[config.mk]
export PLATFORM = sky130hd
export DESIGN_NAME = capture_writer
export DESIGN_NICKNAME = d
export VERILOG_FILES = /design/src/rtl/capture_write_pkg.sv /design/src/rtl/cache_decide.sv /design/src/rtl/capture_writer.sv
export VERILOG_INCLUDE_DIRS = /design/src /design/src/rtl
export SDC_FILE = /design/constraint.sdc
export NUM_CORES = 1
export LEC_CHECK = 0
export BUFFER_PORTS_ARGS = -buffer_cell sky130_fd_sc_hd__buf_2
export CORE_UTILIZATION = 56
export CTS_CLUSTER_SIZE = 8
export DETAILED_ROUTE_END_ITERATION = 8
export GPL_TIMING_DRIVEN = 0
export MAX_ROUTING_LAYER = met4
export PLACE_DENSITY = 0.82
export SKIP_CTS_REPAIR_TIMING = 1
export SYNTH_ARGS = -nofsm -noshare
export SYNTH_HDL_FRONTEND = slang
export SYNTH_SLANG_ARGS = --single-unit
[constraint.sdc]
create_clock -name I_CORE_CLK -period 7.1 [get_ports I_CORE_CLK]
set_clock_uncertainty 0.1 [all_clocks]
set_input_delay 1.065 -clock I_CORE_CLK [delete_from_list [all_inputs] [get_ports I_CORE_CLK]]
set_output_delay 1.065 -clock I_CORE_CLK [all_outputs]
set_load 0.02 [all_outputs]
[src/rtl/capture_write_regs.svh]
/*
  Constants for the capture writer: field widths, reset values and pointer granularity.
  Assumes inclusion by bare name from the package and design modules.
*/
`ifndef CAPTURE_WRITE_REGS_SVH
`define CAPTURE_WRITE_REGS_SVH

`define PTR_W          8
`define LINE_W         12
`define PIX_W          13
`define ADDR_W         32
`define DATA_W         32
`define FRAME_W        8
`define LINES_PER_PTR  16
`define PTR_SHIFT      4
`define MAXDIFF_RST    8'h00
`define OFFSET_RST     8'h00
`define BYTES_PER_PIX  32'h0000_0004

`endif

[src/rtl/capture_write_pkg.sv]
/*
  Types shared by the capture writer modules.
  Assumes the constants header is available on the include path.
*/
`include "capture_write_regs.svh"

package capture_write_pkg;
  typedef logic [`PTR_W-1:0] ptr_type;

  typedef enum logic [1:0]
  {
    ST_IDLE  = 2'b00,
    ST_WRITE = 2'b01,
    ST_DONE  = 2'b10
  } wr_state_type;
endpackage

[src/rtl/cache_decide.sv]
/*
  Combinational cacheability decision for one capture write.
  Assumes pointers count 16-line groups and the head is measured from full frame start.
*/
`timescale 1ns/100ps

`include "capture_write_regs.svh"

module cache_decide
  import capture_write_pkg::*;
(
  input  wire logic                i_enable,
  input  wire ptr_type             i_max_diff,
  input  wire ptr_type             i_tail,
  input  wire ptr_type             i_head,
  input  wire ptr_type             i_vactive,
  input  wire logic                i_same_frame,
  output logic                     o_cacheable
);

  logic [`PTR_W:0] diff_ext;

  // Distance in pointer units; one extra bit keeps the wrap sum from overflowing
  always_comb
  begin
    diff_ext = '0;
    o_cacheable = 1'b0;
    if (i_same_frame)
    begin
      if (i_head < i_tail)
      begin
        diff_ext = {1'b0, i_tail} - {1'b0, i_head};
        o_cacheable = (diff_ext <= {1'b0, i_max_diff});
      end
      else
      begin
        o_cacheable = 1'b1;
      end
    end
    else if (i_head > i_vactive)
    begin
      o_cacheable = (i_tail <= i_max_diff);
    end
    else
    begin
      diff_ext = {1'b0, i_vactive} - {1'b0, i_head} + {1'b0, i_tail};
      o_cacheable = (diff_ext <= {1'b0, i_max_diff});
    end
    // Disabled caching forces every write uncached
    if (!i_enable)
    begin
      o_cacheable = 1'b0;
    end
  end

endmodule

[src/rtl/capture_writer.sv]
/*
  Capture writer: takes pipe pixels of the active area, issues memory writes with a
  per-write cache attribute, and reports a frame-relative tail pointer.
  Assumes pixels arrive in raster order of the active area only, one per valid cycle,
  and that the memory side accepts a write whenever it raises ready.
*/
// Notes on behaviour
// Writes are cacheable only while write caching is enabled, judged against the maximum difference.
// The cache decision depends on the distance between the writer tail and encoder head.
// Same frame with head below tail: cacheable when tail minus head is within the maximum difference.
// Same frame with head not below tail: the encoder is passing, so writes are always cacheable.
// Different frames with head past the frame height: cacheable when the tail alone is within the limit.
// Different frames with encoder on the previous frame: cacheable when vactive minus head plus tail is within the limit.
// Software makes the first capture a full frame; only later captures may be partial.
// A partial region starts and sizes on 16-line boundaries to match pointer granularity.
// The reported tail pointer carries a programmable offset for the region position.
// The encoder head pointer is always relative to full frame start.
// Software programs the tail offset as lines from frame start in 16-line steps.
// Software moves the surface base to the first region line for a partial update.
// Software shrinks pipe and transcoder vertical sizes to the region height.
// Software aligns plane size, position and panning with the region.
// The encoder may process all or part of the buffer after a partial capture.
// Only the active pixel area is written, to the surface given by base and pitch.
// Each write carries its own cache attribute, and all writes are uncached while disabled.
`timescale 1ns/100ps

`include "capture_write_regs.svh"

module capture_writer
  import capture_write_pkg::*;
(
  input  wire logic                I_CORE_CLK,
  input  wire logic                I_RST,
  input  wire logic                i_capture_start,
  input  wire logic [`FRAME_W-1:0] i_frame_number,
  input  wire logic                i_cache_enable,
  input  wire ptr_type             i_cache_max_diff,
  input  wire ptr_type             i_tail_offset,
  input  wire logic [`ADDR_W-1:0]  i_surface_base,
  input  wire logic [`ADDR_W-1:0]  i_surface_pitch,
  input  wire logic [`PIX_W-1:0]   i_hactive,
  input  wire logic [`LINE_W-1:0]  i_vactive,
  input  wire logic                i_frame_vactive_set,
  input  wire logic [`LINE_W-1:0]  i_frame_vactive,
  input  wire logic                i_pix_valid,
  input  wire logic [`DATA_W-1:0]  i_pix_data,
  output logic                     o_pix_ready,
  input  wire ptr_type             i_head_ptr,
  input  wire logic [`FRAME_W-1:0] i_head_frame,
  output logic                     o_wr_valid,
  input  wire logic                i_wr_ready,
  output logic [`ADDR_W-1:0]       o_wr_addr,
  output logic [`DATA_W-1:0]       o_wr_data,
  output logic                     o_wr_cacheable,
  output ptr_type                  o_tail_ptr,
  output logic [`FRAME_W-1:0]      o_tail_frame,
  output logic                     o_busy,
  output logic                     o_frame_done
);

  wr_state_type            state_q, state_d;
  logic [`PIX_W-1:0]       x_q, x_d;
  logic [`LINE_W-1:0]      y_q, y_d;
  logic [`ADDR_W-1:0]      line_addr_q, line_addr_d;
  logic [`ADDR_W-1:0]      addr_q, addr_d;
  logic [`DATA_W-1:0]      data_q, data_d;
  logic                    valid_q, valid_d;
  logic                    cache_q, cache_d;
  ptr_type                 tail_q, tail_d;
  logic [`FRAME_W-1:0]     frame_q, frame_d;
  logic [`LINE_W-1:0]      height_q, height_d;
  logic                    done_q, done_d;
  logic                    cacheable;
  logic                    take;
  logic                    last_pix;
  ptr_type                 frame_ptr;

  // Line count to pointer units; partial final groups count as a whole group
  function automatic ptr_type lines_to_ptr(input logic [`LINE_W-1:0] lines);
    logic [`LINE_W-1:0] rounded;
    rounded = lines + `LINE_W'(`LINES_PER_PTR - 1);
    return ptr_type'(rounded >> `PTR_SHIFT);
  endfunction

  // Full frame height, used to judge whether the encoder finished its frame
  assign frame_ptr = lines_to_ptr(height_q);

  // Head stays frame relative; only the tail carries the region offset
  cache_decide u_cache_decide
  (
    .i_enable     (i_cache_enable),
    .i_max_diff   (i_cache_max_diff),
    .i_tail       (tail_q),
    .i_head       (i_head_ptr),
    .i_vactive    (frame_ptr),
    .i_same_frame (i_head_frame == frame_q),
    .o_cacheable  (cacheable)
  );

  // Pixel accepted when a write slot is free or draining this cycle
  assign o_pix_ready = (state_q == ST_WRITE) && (!valid_q || i_wr_ready);
  assign take = o_pix_ready && i_pix_valid;
  assign last_pix = (x_q == i_hactive - `PIX_W'(1)) && (y_q == i_vactive - `LINE_W'(1));

  // Next state for the write sequencer and address walk
  always_comb
  begin
    state_d = state_q;
    x_d = x_q;
    y_d = y_q;
    line_addr_d = line_addr_q;
    addr_d = addr_q;
    data_d = data_q;
    valid_d = valid_q && !i_wr_ready;
    cache_d = cache_q;
    tail_d = tail_q;
    frame_d = frame_q;
    height_d = height_q;
    done_d = 1'b0;
    if (i_frame_vactive_set)
    begin
      height_d = i_frame_vactive;
    end
    case (state_q)
      ST_IDLE:
      begin
        if (i_capture_start)
        begin
          state_d = ST_WRITE;
          x_d = '0;
          y_d = '0;
          line_addr_d = i_surface_base;
          addr_d = i_surface_base;
          tail_d = i_tail_offset;
          frame_d = i_frame_number;
        end
      end
      ST_WRITE:
      begin
        if (take)
        begin
          valid_d = 1'b1;
          data_d = i_pix_data;
          addr_d = line_addr_q + (`ADDR_W'(x_q) * `BYTES_PER_PIX);
          cache_d = cacheable;
          if (x_q == i_hactive - `PIX_W'(1))
          begin
            x_d = '0;
            y_d = y_q + `LINE_W'(1);
            line_addr_d = line_addr_q + i_surface_pitch;
            // Tail advances once per completed 16-line group and once more for a final partial group at the last pixel
            if (y_q[`PTR_SHIFT-1:0] == `PTR_SHIFT'(`LINES_PER_PTR - 1) || last_pix)
            begin
              tail_d = tail_q + ptr_type'(1);
            end
          end
          else
          begin
            x_d = x_q + `PIX_W'(1);
          end
          if (last_pix)
          begin
            state_d = ST_DONE;
          end
        end
      end
      ST_DONE:
      begin
        // Wait for the last write to drain before reporting completion
        if (!valid_q || i_wr_ready)
        begin
          state_d = ST_IDLE;
          done_d = 1'b1;
        end
      end
      default:
      begin
        state_d = ST_IDLE;
      end
    endcase
  end

  // Registers of the sequencer
  always_ff @(posedge I_CORE_CLK or posedge I_RST)
  begin
    if (I_RST)
    begin
      state_q <= ST_IDLE;
      x_q <= '0;
      y_q <= '0;
      line_addr_q <= '0;
      addr_q <= '0;
      data_q <= '0;
      valid_q <= 1'b0;
      cache_q <= 1'b0;
      tail_q <= `OFFSET_RST;
      frame_q <= '0;
      height_q <= '0;
      done_q <= 1'b0;
    end
    else
    begin
      state_q <= state_d;
      x_q <= x_d;
      y_q <= y_d;
      line_addr_q <= line_addr_d;
      addr_q <= addr_d;
      data_q <= data_d;
      valid_q <= valid_d;
      cache_q <= cache_d;
      tail_q <= tail_d;
      frame_q <= frame_d;
      height_q <= height_d;
      done_q <= done_d;
    end
  end

  // Outputs straight from flip-flops; busy is decoded from the state register
  assign o_wr_valid = valid_q;
  assign o_wr_addr = addr_q;
  assign o_wr_data = data_q;
  assign o_wr_cacheable = cache_q;
  assign o_tail_ptr = tail_q;
  assign o_tail_frame = frame_q;
  assign o_busy = (state_q != ST_IDLE);
  assign o_frame_done = done_q;

  // Caching off means no cacheable write ever leaves
  AST_UNCACHED_WHEN_OFF: assert property (@(posedge I_CORE_CLK) disable iff (I_RST)
    take && !i_cache_enable |=> o_wr_valid && !o_wr_cacheable)
    else $error("cacheable write issued while caching disabled");

  // Encoder passing the writer on the same frame gives a cacheable write
  AST_PASSING_CACHED: assert property (@(posedge I_CORE_CLK) disable iff (I_RST)
    take && i_cache_enable && (i_head_frame == o_tail_frame) && !(i_head_ptr < o_tail_ptr)
    |=> o_wr_cacheable)
    else $error("passing encoder did not give cacheable write");

  // Same frame, head behind tail: attribute follows the distance test
  AST_SAME_FRAME_DIST: assert property (@(posedge I_CORE_CLK) disable iff (I_RST)
    take && i_cache_enable && (i_head_frame == o_tail_frame) && (i_head_ptr < o_tail_ptr)
    |=> o_wr_cacheable == ($past(o_tail_ptr) - $past(i_head_ptr) <= $past(i_cache_max_diff)))
    else $error("same frame distance test wrong");

  // Capture start loads the tail with the programmed offset
  AST_TAIL_OFFSET: assert property (@(posedge I_CORE_CLK) disable iff (I_RST)
    (state_q == ST_IDLE) && i_capture_start |=> o_tail_ptr == $past(i_tail_offset))
    else $error("tail pointer not loaded with offset");

  // Held write stays stable until accepted
  AST_WRITE_HOLD: assert property (@(posedge I_CORE_CLK) disable iff (I_RST)
    o_wr_valid && !i_wr_ready |=> o_wr_valid && $stable(o_wr_addr) && $stable(o_wr_data))
    else $error("write changed before acceptance");

  // A new capture writes its first pixel to the surface base
  AST_FIRST_ADDR: assert property (@(posedge I_CORE_CLK) disable iff (I_RST)
    (state_q == ST_IDLE) && i_capture_start ##1 take && x_q == '0 && y_q == '0
    |=> o_wr_addr == $past(i_surface_base, 2))
    else $error("first write not at surface base");

  // Different frames, encoder done with previous: tail alone decides
  AST_DIFF_FRAME_DONE: assert property (@(posedge I_CORE_CLK) disable iff (I_RST)
    take && i_cache_enable && (i_head_frame != o_tail_frame) && (i_head_ptr > frame_ptr)
    |=> o_wr_cacheable == ($past(o_tail_ptr) <= $past(i_cache_max_diff)))
    else $error("different frame test with finished encoder wrong");

  // Different frames, encoder still on the previous one: wrapped distance decides
  AST_DIFF_FRAME_PREV: assert property (@(posedge I_CORE_CLK) disable iff (I_RST)
    take && i_cache_enable && (i_head_frame != o_tail_frame) && !(i_head_ptr > frame_ptr)
    |=> o_wr_cacheable == ({1'b0, $past(frame_ptr)} - {1'b0, $past(i_head_ptr)}
                           + {1'b0, $past(o_tail_ptr)} <= {1'b0, $past(i_cache_max_diff)}))
    else $error("different frame test with busy encoder wrong");

  // Completion pulse comes only after the last write drained
  AST_DONE_DRAINED: assert property (@(posedge I_CORE_CLK) disable iff (I_RST)
    o_frame_done |-> !o_wr_valid && !o_busy)
    else $error("frame done while write pending");

endmodule

-- After elaboration in Yosys (flattened, before gate mapping)
Cells that the tools add are included.
- logic and storage cells: 89
- bits in registers: 154
- bits of input ports: 180
- output and inout bits: 85
- muxes and demuxes: 32
- reduce and logical (&&, ||, !) cells: 17
- order comparisons: 5
- equality and inequality tests: 12
- add/subtract/negate cells: 11
- operators with widths (kind ; count):
    32-bit 2-to-1 mux ; 4
    32-bit case mux with 2 select lines ; 2
    13-bit 2-to-1 mux ; 3
    12-bit 2-to-1 mux ; 3
    32-bit by 15-bit adder with 32-bit output ; 1
    32-bit adder ; 1
    8-bit 2-to-1 mux ; 4
    13-bit case mux with 2 select lines ; 1
    12-bit case mux with 2 select lines ; 1
    9-bit by 8-bit less-or-equal comparator with 1-bit output ; 2
    8-bit by 8-bit subtractor with 9-bit output ; 2
    8-bit case mux with 2 select lines ; 1
    13-bit by 1-bit adder with 13-bit output (second input constant) ; 1
    13-bit == test ; 1
    13-bit by 1-bit subtractor with 13-bit output (second input constant) ; 1
    12-bit by 1-bit adder with 12-bit output (second input constant) ; 1
    12-bit by 4-bit adder with 12-bit output (second input constant) ; 1
    12-bit == test ; 1
    12-bit by 1-bit subtractor with 12-bit output (second input constant) ; 1
    9-bit by 8-bit adder with 9-bit output ; 1
    8-bit by 1-bit adder with 8-bit output (second input constant) ; 1
    8-bit == test ; 1
    8-bit > comparator ; 1
    8-bit less-or-equal comparator ; 1
    18 further kinds ; 40

-- Depth between registers and ports, before layout
Gate-level depths: netlist of the first run.
- depth in word-level cells: 8
- depth in mapped cells: 20
- gate-level depth less buffers: 20

-- Modules after synthesis
From an unflattened synthesis of the first run, not the netlist that was laid out.
- cell total of the unflattened synthesis: 1424
- area, all modules: 11654.9 um^2
- by module, submodules not included (module ; instances ; seq. area each (um^2) ; cells an instance ; area each (um^2)):
    capture_writer ; 1 ; 3853.7 ; 1203 ; 9947.0
    cache_decide ; 1 ; 0.0 ; 221 ; 1707.9

-- Worst setup path after synthesis of the first run
No wires, ideal clock.
- path kind: input to register
- from: input i_head_ptr[1]
- to: register cache_q, in the netlist o_wr_cacheable
- stages on the path: 16
- data required time: 6.904 ns
- setup time: 0.096 ns
- path buffers: 0
- arrival time: 3.753 ns
- setup slack: 3.152 ns
- cells stage by stage: inv_1 fa_1 inv_1 fa_1 inv_1 ha_1 nor2b_1 o21a_1 o21a_1 o21ai_0 nand2b_1 a21oi_1 o21ai_0 o21ai_0 a31oi_1 o31ai_1
- longest elaborated chain between the ends: 6
- elaborated cells between the ends (all ways): 11
- classes of those cells: add/sub (3); order compare (4); mux (4)
- ends and longest elaborated chain (element ; RTL line ; RTL):
    from (decl) ; capture_writer.sv:48 ; input wire ptr_type i_head_ptr,
    8-bit by 8-bit subtractor with 9-bit output ; cache_decide.sv:46 ; diff_ext = {1'b0, i_vactive} - {1'b0, i_head} + {1'b0, i_tail};
    9-bit by 8-bit adder with 9-bit output ; cache_decide.sv:46 ;
    9-bit by 8-bit less-or-equal comparator with 1-bit output ; cache_decide.sv:47 ; o_cacheable = (diff_ext <= {1'b0, i_max_diff});
    1-bit 2-to-1 mux ; cache_decide.sv:40 ; else if (i_head > i_vactive)
    1-bit 2-to-1 mux (*) ; cache_decide.sv:28 ; if (i_same_frame)
    1-bit 2-to-1 mux (*) ; cache_decide.sv:50 ; if (!i_enable)
    to (signal assigned) ; capture_writer.sv:210 ; cache_q <= cache_d;
    to (decl) ; capture_writer.sv:68 ; logic cache_q, cache_d;
Every way passes the cells marked *; elsewhere a longest branch is shown, timed or not.
A chain may end at the register's enable or synchronous reset.

==> reports/qor.csv, run 1 <==
metric,value,unit
setup_viol,0,
max_freq,223,MHz
crit_type,in2reg,
first_pass_iters,6,
ant_nets,0,
maxCapViolCount,0,
ys_ff_latch,154,
synthToLayoutAreaGrowth,19.7,%
finalHoldViolations,0,
post-route-period-util,0.631,
cp.arrival,4.67,ns
ir_drop,0.268,mV
yosys.cell_types.count,64,
port_buffers,262,
clockRootBuffer,clkbuf_16,
cts_tree,yes,
yosys.area.top_type,dfrtp_1,
cp-startpoint,i_hactive[0],
min_from,o_wr_data[9]$_DFFE_PP0P_,
multi_input_area,0.00723,sq mm
routedWlPerCell,18.7,um
cp_num_buf_inv,4,
overflow,0,
ys_seq_area_frac,0.335,
yosys_warnings,0,
die_x,145,um
dp_hpwl,27700,um
clk_pin_slew_worst_paths,0.07,ns
placed_cell_area,0.0132,sq mm
muxShareOfSynthArea,0.0231,
leakagePower,6.71,nW
grt_pass1_vias,11100,
crit_path_end_kind,flop,
path_cells,buf_2 > inv_1 > ha_1 > nor3b_4 > a21boi_0 > mux2_2 > a221o_1 > nand4_2 > nand2_1 > nand2_1 > clkbuf_1 > buf_1 > o221ai_1,
worstMarginPinSlew,0.852,ns
drc,0,
yosys.area_share.simple,0.209,
initial_core_util,0.570,
h-tree-depth,4,
die_area,0.0211,sq mm
synthTopCellsByArea,"dfrtp_1 34%, ha_1 11%, nand2_1 7.9%, xnor2_1 5.7%, o21ai_0 4.0%",
post-route-min-period,4.48,ns
io-pin-count,265,
worstPathRequired,7.29,ns
coreArea,0.0202,sq mm
status,completed,
syn_avg_cell_area,8.41,sq um
vias_per_cell,5.90,
layout.nets,1939,
r2r_slack,2.78,ns
hold_end,o_wr_data[9]$_DFFE_PP0P_,
grt_pass1_wl,57900,um
crit_slowest_cell,buf_1,
synthCells,1368,
rows,52,
cts_buffers,17,
max_stage_delay,0.58,ns
cts.sinks,154,
crit_top_cell,nand2_1,
reg2reg_to,o_wr_cacheable$_DFFE_PP0P_,
syn_area,0.0115,sq mm
synth.top_cell.area_share,0.335,
r2r-start,height_q[3]$_DFFE_PP0P_,
finalWeightedCongestion,0.992,
area.sequential,0.00385,sq mm
synth-compound-area-share,0.180,
synthXorXnorAreaFrac,0.0906,
synth_edf_count,0,
die_y,145,um
track_usage,0.360,
async_reset_ff_frac,1.00,
hold_class,reg2reg,
synthAdderAreaFrac,0.126,
drtIter0Drc,821,
layout-drive-gt1-share,0.201,
relSlewSlack,0.432,
synth_flop_cell,dfrtp_1,
rsz0062_at_grt,false,
num_vias,11400,
drv_slew,0,
synth_nets,1657,
fin_ws,2.62,ns
cp_top_family,buffers and inverters,
start_kind,primary input,
routed_wl,36300,um
place_ws,2.20,ns
final_area,0.0138,sq mm
p_per_area,401,mW/mm^2
path_max_fanout,10,
whs_path_depth,2,
fillers,1663,
synth_top_family_by_area,simple AND/OR/NAND/NOR gates,
clockBufferDepth,2,
clk_latency,0.44,ns
r2r_cells,18,
grt_max_degree,125,
total_power,5.52,mW
antenna_found_initial,2,
[cells in the mapped netlist, drive strengths merged, types with 4 or more instances]
library cell and number:
nor4 5, or2 6, dfrtp 154, nor3b 5
o211ai 16, xnor2 75, nand2b 9, a21oi 89
nand3 34, or4 4, xor2 44, o31ai 9
nor3 31, and4 4, nand2 243, inv 64
and3 17, a211o 5, o221ai 4, o21a 19
ha 98, a31oi 31, clkbuf 39, nor2 93
mux2i 4, or3 4, nand3b 4, a21o 20
buf 7, o22ai 6, nor2b 16, nand4 23
fa 11, o31a 4, and2 15, o21bai 6
mux2 20, a211oi 11, o21ai 97
[layout make-up]
| type | count | area share |
|---|---|---|
| antenna | 2 | 0.000364 |
| buffer | 46 | 0.0130 |
| clock buffer | 18 | 0.0319 |
| clock inverter | 14 | 0.00973 |
| inverter | 64 | 0.0180 |
| multi-input combinational | 1104 | 0.525 |
| sequential | 154 | 0.280 |
| tap | 270 | 0.0245 |
| timing repair buffer | 263 | 0.0973 |
[logic make-up (layout without fill, tap and decap cells)]
logic type | count (synthesis) | count (layout)
compound gates | 337 | 337
xor+xnor | 119 | 119
fa+ha+maj | 109 | 109
buf+inv | 110 | 405
flops | 154 | 154
mux | 24 | 24
other cells | 0 | 2
simple gates | 515 | 515
[worst reg2reg max path: cells and delay by family, from the launching register on]
kind	cells	cell delay [ns]
compound gates	11	1.71
fa+ha+maj	3	1.06
simple gates	2	0.59
xor+xnor	2	0.39
flops	1	0.38
[cells in the final DEF (no fill, tap or decap), types with 5 or more instances in the layout]
master     Yosys  final
o22ai_1        6      6
inv_1         64     63
inv_6          0      5
or2_2          5      5
fa_1          11     11
a21oi_1       88     88
a211oi_1      10     10
a21o_1        20     20
buf_2          2    264
clkbuf_1      39     39
nand3_1       34     34
and2_1        15     15
nand4_1       21     21
xnor2_1       75     75
nand2b_1       9      9
a211o_1        5      5
o21a_1        19     19
o21bai_1       6      6
clkbuf_16      0     17
o21ai_0       93     93
o31ai_1        9      9
o211ai_1      16     16
dfrtp_1      154    154
nand2_1      243    243
a31oi_1       31     31
xor2_1        44     44
ha_1          98     98
nor2b_1       16     16
mux2_2        20     20
nor2_1        93     93
and3_1        17     17
nor3_1        28     28
[sequential cells by signal, summed over array words and instances, names as in the netlist, 2 cells and up]
signal / cells
line_addr_q: 32
o_wr_addr: 32
o_wr_data: 32
x_q: 13
height_q: 12
y_q: 12
o_tail_frame: 8
o_tail_ptr: 8
state_q: 2
[stage by stage]
stage,hold WS (ns),setup TNS (ns),util,instances
floorplan,0.373,0,-,1368
global placement,0.353,-21.10,0.652,1900
detailed placement,0.356,0,0.654,1901
CTS,0.373,0,0.682,1933
global route,0.391,0,0.683,1935
finish,0.370,0,0.683,1935
[routing by layer]
layer	vias to the layer above	global-route usage	routed length (um)	part of all wire
met1	5414	0.451	15200	0.42
met2	516	0.575	16800	0.46
met4	0	0.147	1400	0.039
li1	5379	-	-	-
met5	-	-	0	0
met3	99	0.0651	2850	0.079
[power breakdown]
part | switching (mW) | internal (mW)
Combinational | 1.79 | 1.26
Sequential | 0.363 | 1.20
Clock | 0.408 | 0.498
Total | 2.56 | 2.96
[worst max-delay path by stage]
| stage | end | slack [ns] | cells past startpoint |
|---|---|---|---|
| 2_1_floorplan | height_q[0]$_DFFE_PP0P_ | 1.79 | 1 |
| 4_1_cts | o_wr_addr[29]$_DFFE_PP0P_ | 2.66 | 13 |
| 6_report | o_wr_addr[29]$_DFFE_PP0P_ | 2.62 | 13 |
| 3_3_place_gp | o_wr_addr[0]$_DFFE_PP0P_ | -0.15 | 2 |
| 3_5_place_dp | o_wr_addr[29]$_DFFE_PP0P_ | 2.20 | 13 |
| 5_1_grt | o_wr_cacheable$_DFFE_PP0P_ | 2.35 | 18 |
(Power assumes the default switching activity.)
==> inputs of run 2 (changes only) <==
Settings changed: CORE_UTILIZATION 56 to 50, PLACE_DENSITY 0.82 to 0.78.
Clock period 7.1 ns to 3.7 ns, I/O delays scaled along.
==> reports/qor.csv, run 2 (synthesized netlist as in run 1, its figures left out) <==
metric,value,unit,change
drtIter0Drc,890,,was 821
total_power,10.9,mW,was 5.52 mW
track_usage,0.324,,was 0.360
die_y,154,um,was 145 um
layout_common_cells,"265 x buf_2, 242 x nand2_1, 154 x dfrtp_1",,"was 264 x buf_2, 243 x nand2_1, 154 x dfrtp_1"
fin_hold_ws,0.0168,ns,was 0.370 ns
status,"complete, but fails checks",,was completed
crit_type,reg2reg,,was in2reg
post-route-period-util,1.05,,
num_vias,11400,,about the same
p_per_area,776,mW/mm^2,was 401 mW/mm^2
max_freq,257,MHz,
final_common_cell,buf_2,,unchanged
fillers,1985,,was 1663
ir_drop,0.427,mV,was 0.268 mV
dp_hpwl,28100,um,was 27700 um
first_pass_iters,6,,unchanged
multi_input_area,0.00735,sq mm,was 0.00723 sq mm
hold_class,in2async,,was reg2reg
clk_pin_slew_worst_paths,0.07,ns,about the same
worstPathRequired,3.94,ns,was 7.29 ns
relSlewSlack,0.383,,was 0.432
grt_max_degree,42,,was 125
r2r_slack,-0.18,ns,was 2.78 ns
routed_wl,37100,um,was 36300 um
place_inst,1919,,was 1901
r2r-start,height_q[3]$_DFFE_PP0P_,,unchanged
die_area,0.0236,sq mm,was 0.0211 sq mm
instances_no_fill,1957,,was 1935
cp.arrival,4.13,ns,was 4.67 ns
start_kind,flop,,was primary input
cts.sinks,154,,unchanged
port_buffers,262,,unchanged
synthToLayoutAreaGrowth,22.1,%,was 19.7%
r2r_cells,20,,was 18
max_stage_delay,0.52,ns,was 0.58 ns
clk_latency,0.45,ns,was 0.44 ns
finalWeightedCongestion,0.977,,was 0.992
violations,setup timing,,
clockBufferDepth,2,,unchanged
initial_core_util,0.510,,was 0.570
maxCapViolCount,0,,unchanged
cts_tree,yes,,unchanged
path_cells,nor4_4 > buf_4 > xnor2_2 > ha_1 > inv_2 > ha_4 > inv_1 > fa_1 > inv_1 > ha_1 > nor2b_1 > o21a_1 > o21a_1 > o21ai_1 > nand2b_1 > a21oi_2 > o21ai_1 > o21ai_1 > a31oi_1 > o31ai_1,,was buf_2 > inv_1 > ha_1 > nor3b_4 > a21boi_0 > mux2_2 > a221o_1 > nand4_2 > nand2_1 > nand2_1 > clkbuf_1 > buf_1 > o221ai_1
rows,55,,was 52
worstMarginPinSlew,0.926,ns,was 0.852 ns
clockRootBuffer,clkbuf_16,,unchanged
area.sequential,0.00385,sq mm,unchanged
ant_nets,0,,unchanged
drv_slew,0,,unchanged
overflow,0,,unchanged
reg2reg_to,o_wr_cacheable$_DFFE_PP0P_,,unchanged
antenna_found_initial,0,,was 2
crit_slowest_cell,fa_1,,was buf_1
grt_pass1_wl,57800,um,was 57900 um
fin_ws,-0.184,ns,was 2.62 ns
cts_buffers,17,,unchanged
coreArea,0.0226,sq mm,was 0.0202 sq mm
drc,0,,unchanged
finalHoldViolations,0,,unchanged
crit_top_cell,o21ai_1,,was nand2_1
layout.nets,1947,,was 1939
h-tree-depth,4,,unchanged
layout-drive-gt1-share,0.217,,was 0.201
leakagePower,6.81,nW,was 6.71 nW
rsz0062_at_grt,true,,was false
die_x,154,um,was 145 um
io-pin-count,265,,unchanged
routedWlPerCell,19.0,um,was 18.7 um
post-route-min-period,3.88,ns,
vias_per_cell,5.83,,was 5.90
setup_viol,1,,was 0
path_max_fanout,2,,was 10
tns,-0.184,ns,was 0 ns
grt_pass1_vias,10800,,was 11100
utilization,0.622,,was 0.683
crit_path_end_kind,flop,,unchanged
-- run 2: cell count changes in the layout (fill, tap and decap cells not counted), moves of 4 or more --
cell | previous run | this run
a21oi_1 | 88 | 84
buf_12 | 0 | 4
o21ai_0 | 93 | 88
buf_4 | 1 | 6
a21oi_2 | 0 | 4
o21ai_1 | 4 | 8
-- run 2: routing by layer --
| metal | share of wire | up-vias | global-route usage |
|---|---|---|---|
| met4 | 0.039 | 0 | 0.138 |
| met1 | 0.43 | 5368 | 0.420 |
| met5 | 0 | - | - |
| li1 | - | 5407 | - |
| met3 | 0.077 | 108 | 0.0459 |
| met2 | 0.45 | 529 | 0.509 |
-- run 2: worst max-delay path, delay by kind of cell, from the launching register on --
family / cells / cell delay (ns)
AO/OA/AOI/OAI: 8 / 1.07
XOR/XNOR: 1 / 0.11
adder cells (fa/ha/maj): 4 / 1.19
buffers and inverters: 4 / 0.36
flip-flops: 1 / 0.41
AND/OR/NAND/NOR: 3 / 0.54
-- run 2: worst max path at each step --
stage               cells past startpoint               startpoint                          to  slack, ns
floorplan                              18  height_q[0]$_DFFE_PP0P_  o_wr_cacheable$_DFFE_PP0P_      -0.03
global placement                       13             i_hactive[0]   o_wr_addr[29]$_DFFE_PP0P_      -0.69
detailed placement                     13             i_hactive[0]   o_wr_addr[29]$_DFFE_PP0P_      -0.82
CTS                                    18  height_q[0]$_DFFE_PP0P_  o_wr_cacheable$_DFFE_PP0P_      -0.53
global route                           18  height_q[3]$_DFFE_PP0P_  o_wr_cacheable$_DFFE_PP0P_      -0.46
finish                                 20  height_q[3]$_DFFE_PP0P_  o_wr_cacheable$_DFFE_PP0P_      -0.18
-- run 2: through the flow --
step	instance area, sq um	worst slack (ns)
2_1_floorplan	11500	-0.0287
3_3_place_gp	13200	-0.692
3_5_place_dp	13300	-0.820
4_1_cts	13900	-0.529
5_1_grt	14000	-0.462
6_report	14000	-0.184
-- run 2: power breakdown --
part           switching (mW)  internal [mW]  leakage, nW
clock network           0.846           1.09        0.307
registers               0.671           2.30         1.91
logic                    3.49           2.49         4.59
-- run 2: layout make-up --
cell class,count,share of cell area
buffer,46,0.0129
tap,285,0.0254
sequential,154,0.274
inverter,64,0.0174
multi-input combinational,1104,0.523
clock inverter,15,0.0144
timing repair buffer,271,0.102
antenna,1,0.000178
clock buffer,17,0.0303
==> inputs of run 3 (changes only) <==
Settings changed: ABC_AREA from default to 1, CORE_UTILIZATION 50 to 52, CTS_BUF_LIST from default to sky130_fd_sc_hd__clkbuf_4 sky130_fd_sc_hd__clkbuf_8, PLACE_DENSITY 0.78 to 0.8, SKIP_CTS_REPAIR_TIMING 1 to default.
==> reports/qor.csv, run 3 <==
metric,value,unit,change
syn_area,0.0125,sq mm,was 0.0115 sq mm
max_freq,264,MHz,was 257 MHz
fin_hold_ws,0.0101,ns,was 0.0168 ns
initial_core_util,0.532,,was 0.510
layout_common_cells,"431 x nand2_1, 274 x buf_2, 190 x inv_1",,"was 265 x buf_2, 242 x nand2_1, 154 x dfrtp_1"
relSlewSlack,0.337,,was 0.383
die_area,0.0247,sq mm,was 0.0236 sq mm
syn_avg_cell_area,7.15,sq um,was 8.41 sq um
hold_class,in2async,,unchanged
die_y,157,um,was 154 um
crit_slowest_cell,fa_1,,unchanged
synth.most_common_cell,nand2_1,,unchanged
synth_nets,2042,,was 1657
antenna_found_initial,3,,was 0
worstMarginPinSlew,0.995,ns,was 0.926 ns
routedWlPerCell,17.8,um,was 19.0 um
final_area,0.0149,sq mm,was 0.0140 sq mm
post-route-period-util,1.02,,was 1.05
cp.arrival,4.08,ns,was 4.13 ns
finalWeightedCongestion,0.987,,was 0.977
drtIter0Drc,1111,,was 890
max_stage_delay,0.45,ns,was 0.52 ns
ir_drop,0.406,mV,was 0.427 mV
track_usage,0.353,,was 0.324
routed_wl,42300,um,was 37100 um
grt_pass1_wl,64300,um,was 57800 um
die_x,157,um,was 154 um
ant_nets,0,,unchanged
synth.top_cell.area_share,0.308,,was 0.335
utilization,0.634,,was 0.622
synth_edf_count,0,,unchanged
crit_path_end_kind,flop,,unchanged
violations,setup timing,,unchanged
port_buffers,263,,was 262
clockRootBuffer,clkbuf_8,,was clkbuf_16
crit_type,reg2reg,,unchanged
yosys.area.top_type,dfrtp_1,,unchanged
overflow,0,,unchanged
layout.nets,2330,,was 1947
drc,0,,unchanged
layout-drive-gt1-share,0.204,,was 0.217
yosys_warnings,0,,unchanged
rows,56,,was 55
cts_buffers,17,,unchanged
post-route-min-period,3.78,ns,was 3.88 ns
instances_no_fill,2376,,was 1957
status,"complete, but fails checks",,unchanged
placed_cell_area,0.0143,sq mm,was 0.0133 sq mm
io-pin-count,265,,unchanged
start_kind,flop,,unchanged
synthTopCellsByCount,"436 x nand2_1, 194 x inv_1, 181 x nor2_1",,"was 243 x nand2_1, 154 x dfrtp_1, 98 x ha_1"
dp_hpwl,34000,um,was 28100 um
worstPathRequired,4.00,ns,was 3.94 ns
clockBufferDepth,2,,unchanged
tns,-0.0833,ns,was -0.184 ns
cts.sinks,154,,unchanged
path_cells,nor2_4 > nand2_2 > nand2_4 > nor2_4 > inv_2 > nor2_4 > nor2_2 > fa_1 > ha_4 > a21oi_1 > nand2_1 > a21oi_2 > o21bai_1 > a21o_1 > a21oi_2 > xnor2_1 > ha_1 > a21boi_1 > o21ai_1 > nand3_1 > nand3_1 > nand3_1 > nand2_1,,was nor4_4 > buf_4 > xnor2_2 > ha_1 > inv_2 > ha_4 > inv_1 > fa_1 > inv_1 > ha_1 > nor2b_1 > o21a_1 > o21a_1 > o21ai_1 > nand2b_1 > a21oi_2 > o21ai_1 > o21ai_1 > a31oi_1 > o31ai_1
maxCapViolCount,0,,unchanged
grt_pass1_vias,12400,,was 10800
finalHoldViolations,0,,unchanged
ctsHoldBuffers,0,,
p_per_area,797,mW/mm^2,was 776 mW/mm^2
rsz0062_at_grt,true,,unchanged
synthCells,1753,,was 1368
vias_per_cell,5.58,,was 5.83
synthToLayoutAreaGrowth,19.2,%,was 22.1%
yosys.cell_types.count,47,,was 64
path_max_fanout,4,,was 2
setup_viol,1,,unchanged
grt_max_degree,39,,was 42
ys_ff_latch,154,,unchanged
ys_seq_area_frac,0.308,,was 0.335
first_pass_iters,6,,unchanged
fin_ws,-0.0833,ns,was -0.184 ns
leakagePower,7.63,nW,was 6.81 nW
num_vias,13300,,was 11400
coreArea,0.0235,sq mm,was 0.0226 sq mm
h-tree-depth,4,,unchanged
cts_tree,yes,,unchanged
clk_pin_slew_worst_paths,0.10,ns,was 0.07 ns
async_reset_ff_frac,1.00,,unchanged
drv_slew,0,,unchanged
clk_latency,0.46,ns,was 0.45 ns
synth_flop_cell,dfrtp_1,,unchanged
place_inst,2339,,was 1919
synthTopCellsByArea,"dfrtp_1 31%, nand2_1 13%, ha_1 9.8%, inv_1 5.8%, nor2_1 5.4%",,"was dfrtp_1 34%, ha_1 11%, nand2_1 7.9%, xnor2_1 5.7%, o21ai_0 4.0%"
final_common_cell,nand2_1,,was buf_2
run 3: cell types whose count changed after synthesis, moves of 16 or more:
| cell | change |
|---|---|
| a21oi_1 | +31 |
| clkbuf_1 | -28 |
| nor2_1 | +88 |
| mux2_2 | +16 |
| inv_1 | +130 |
| nand2_1 | +193 |
| xnor2_1 | -48 |
| nand3_1 | +97 |
run 3: path summary, 6_finish.rpt:
kind,startpoint,end,slack [ns],cells past startpoint
max in group asynchronous,I_RST,y_q[3]$_DFFE_PP0P_,2.42,5
min,I_RST,o_wr_data[31]$_DFFE_PP0P_,0.01,2
min in group I_CORE_CLK,i_wr_ready,o_wr_valid$_DFF_PP0_,0.18,2
max,height_q[3]$_DFFE_PP0P_,o_wr_cacheable$_DFFE_PP0P_,-0.08,23
min reg2reg,o_wr_cacheable$_DFFE_PP0P_,o_wr_cacheable$_DFFE_PP0P_,0.39,2
max reg2reg,height_q[3]$_DFFE_PP0P_,o_wr_cacheable$_DFFE_PP0P_,-0.08,23
run 3: logic make-up after synthesis:
| logic type | share of synthesized area |
|---|---|
| AND/OR/NAND/NOR | 0.296 |
| AO/OA/AOI/OAI | 0.126 |
| flip-flops | 0.308 |
| adder cells (fa/ha/maj) | 0.115 |
| multiplexers | 0.0324 |
| buffers and inverters | 0.0740 |
| XOR/XNOR | 0.0486 |
run 3: cell type report:
cell class	count	area [sq um]
repair buffers	269	1410
clock buffers	17	234
well taps	319	399
plain buffers	37	184
diodes	4	10.0
multi-input cells	1364	7870
clock inverters	14	219
fillers	2211	8620
inverters	198	747
flip-flops and latches	154	3850
run 3: metal layers:
metal,GRT usage,share of wire
met1,0.452,0.43
met2,0.573,0.47
met3,0.0363,0.062
met4,0.138,0.036
met5,-,0
run 3: worst max-delay path, delay by kind of cell, from the launching register on:
family | cells | cell delay, ns
AOI/OAI and AO/OA | 7 | 0.98
xor gates and xnor gates | 1 | 0.13
adders and majority gates | 3 | 1.00
buffers and inverters | 1 | 0.09
DFF | 1 | 0.42
and+or+nand+nor | 11 | 1.00
run 3: stage by stage:
| step | power [mW] | worst slack (ns) |
|---|---|---|
| after floorplan | 7.85 | 0.180 |
| after global placement | 9.87 | -0.313 |
| after detailed placement | 10.1 | -0.359 |
| after CTS | 11.7 | -0.0189 |
| after global routing | 12.8 | -0.324 |
| final | 11.9 | -0.0833 |
run 3: power by group:
| part | internal [mW] | switching (mW) |
|---|---|---|
| sequential | 2.33 | 0.735 |
| combinational | 2.69 | 4.64 |
| clock | 0.805 | 0.696 |
| total | 5.82 | 6.07 |
run 3: repair_timing:
item / in CTS / in global routing
endpoints found under the setup margin: 1 / 1
gates cloned: 0 / 0
pin swaps: 3 / 6
gates resized for setup: 24 / 11
buffers inserted: 0 / 2
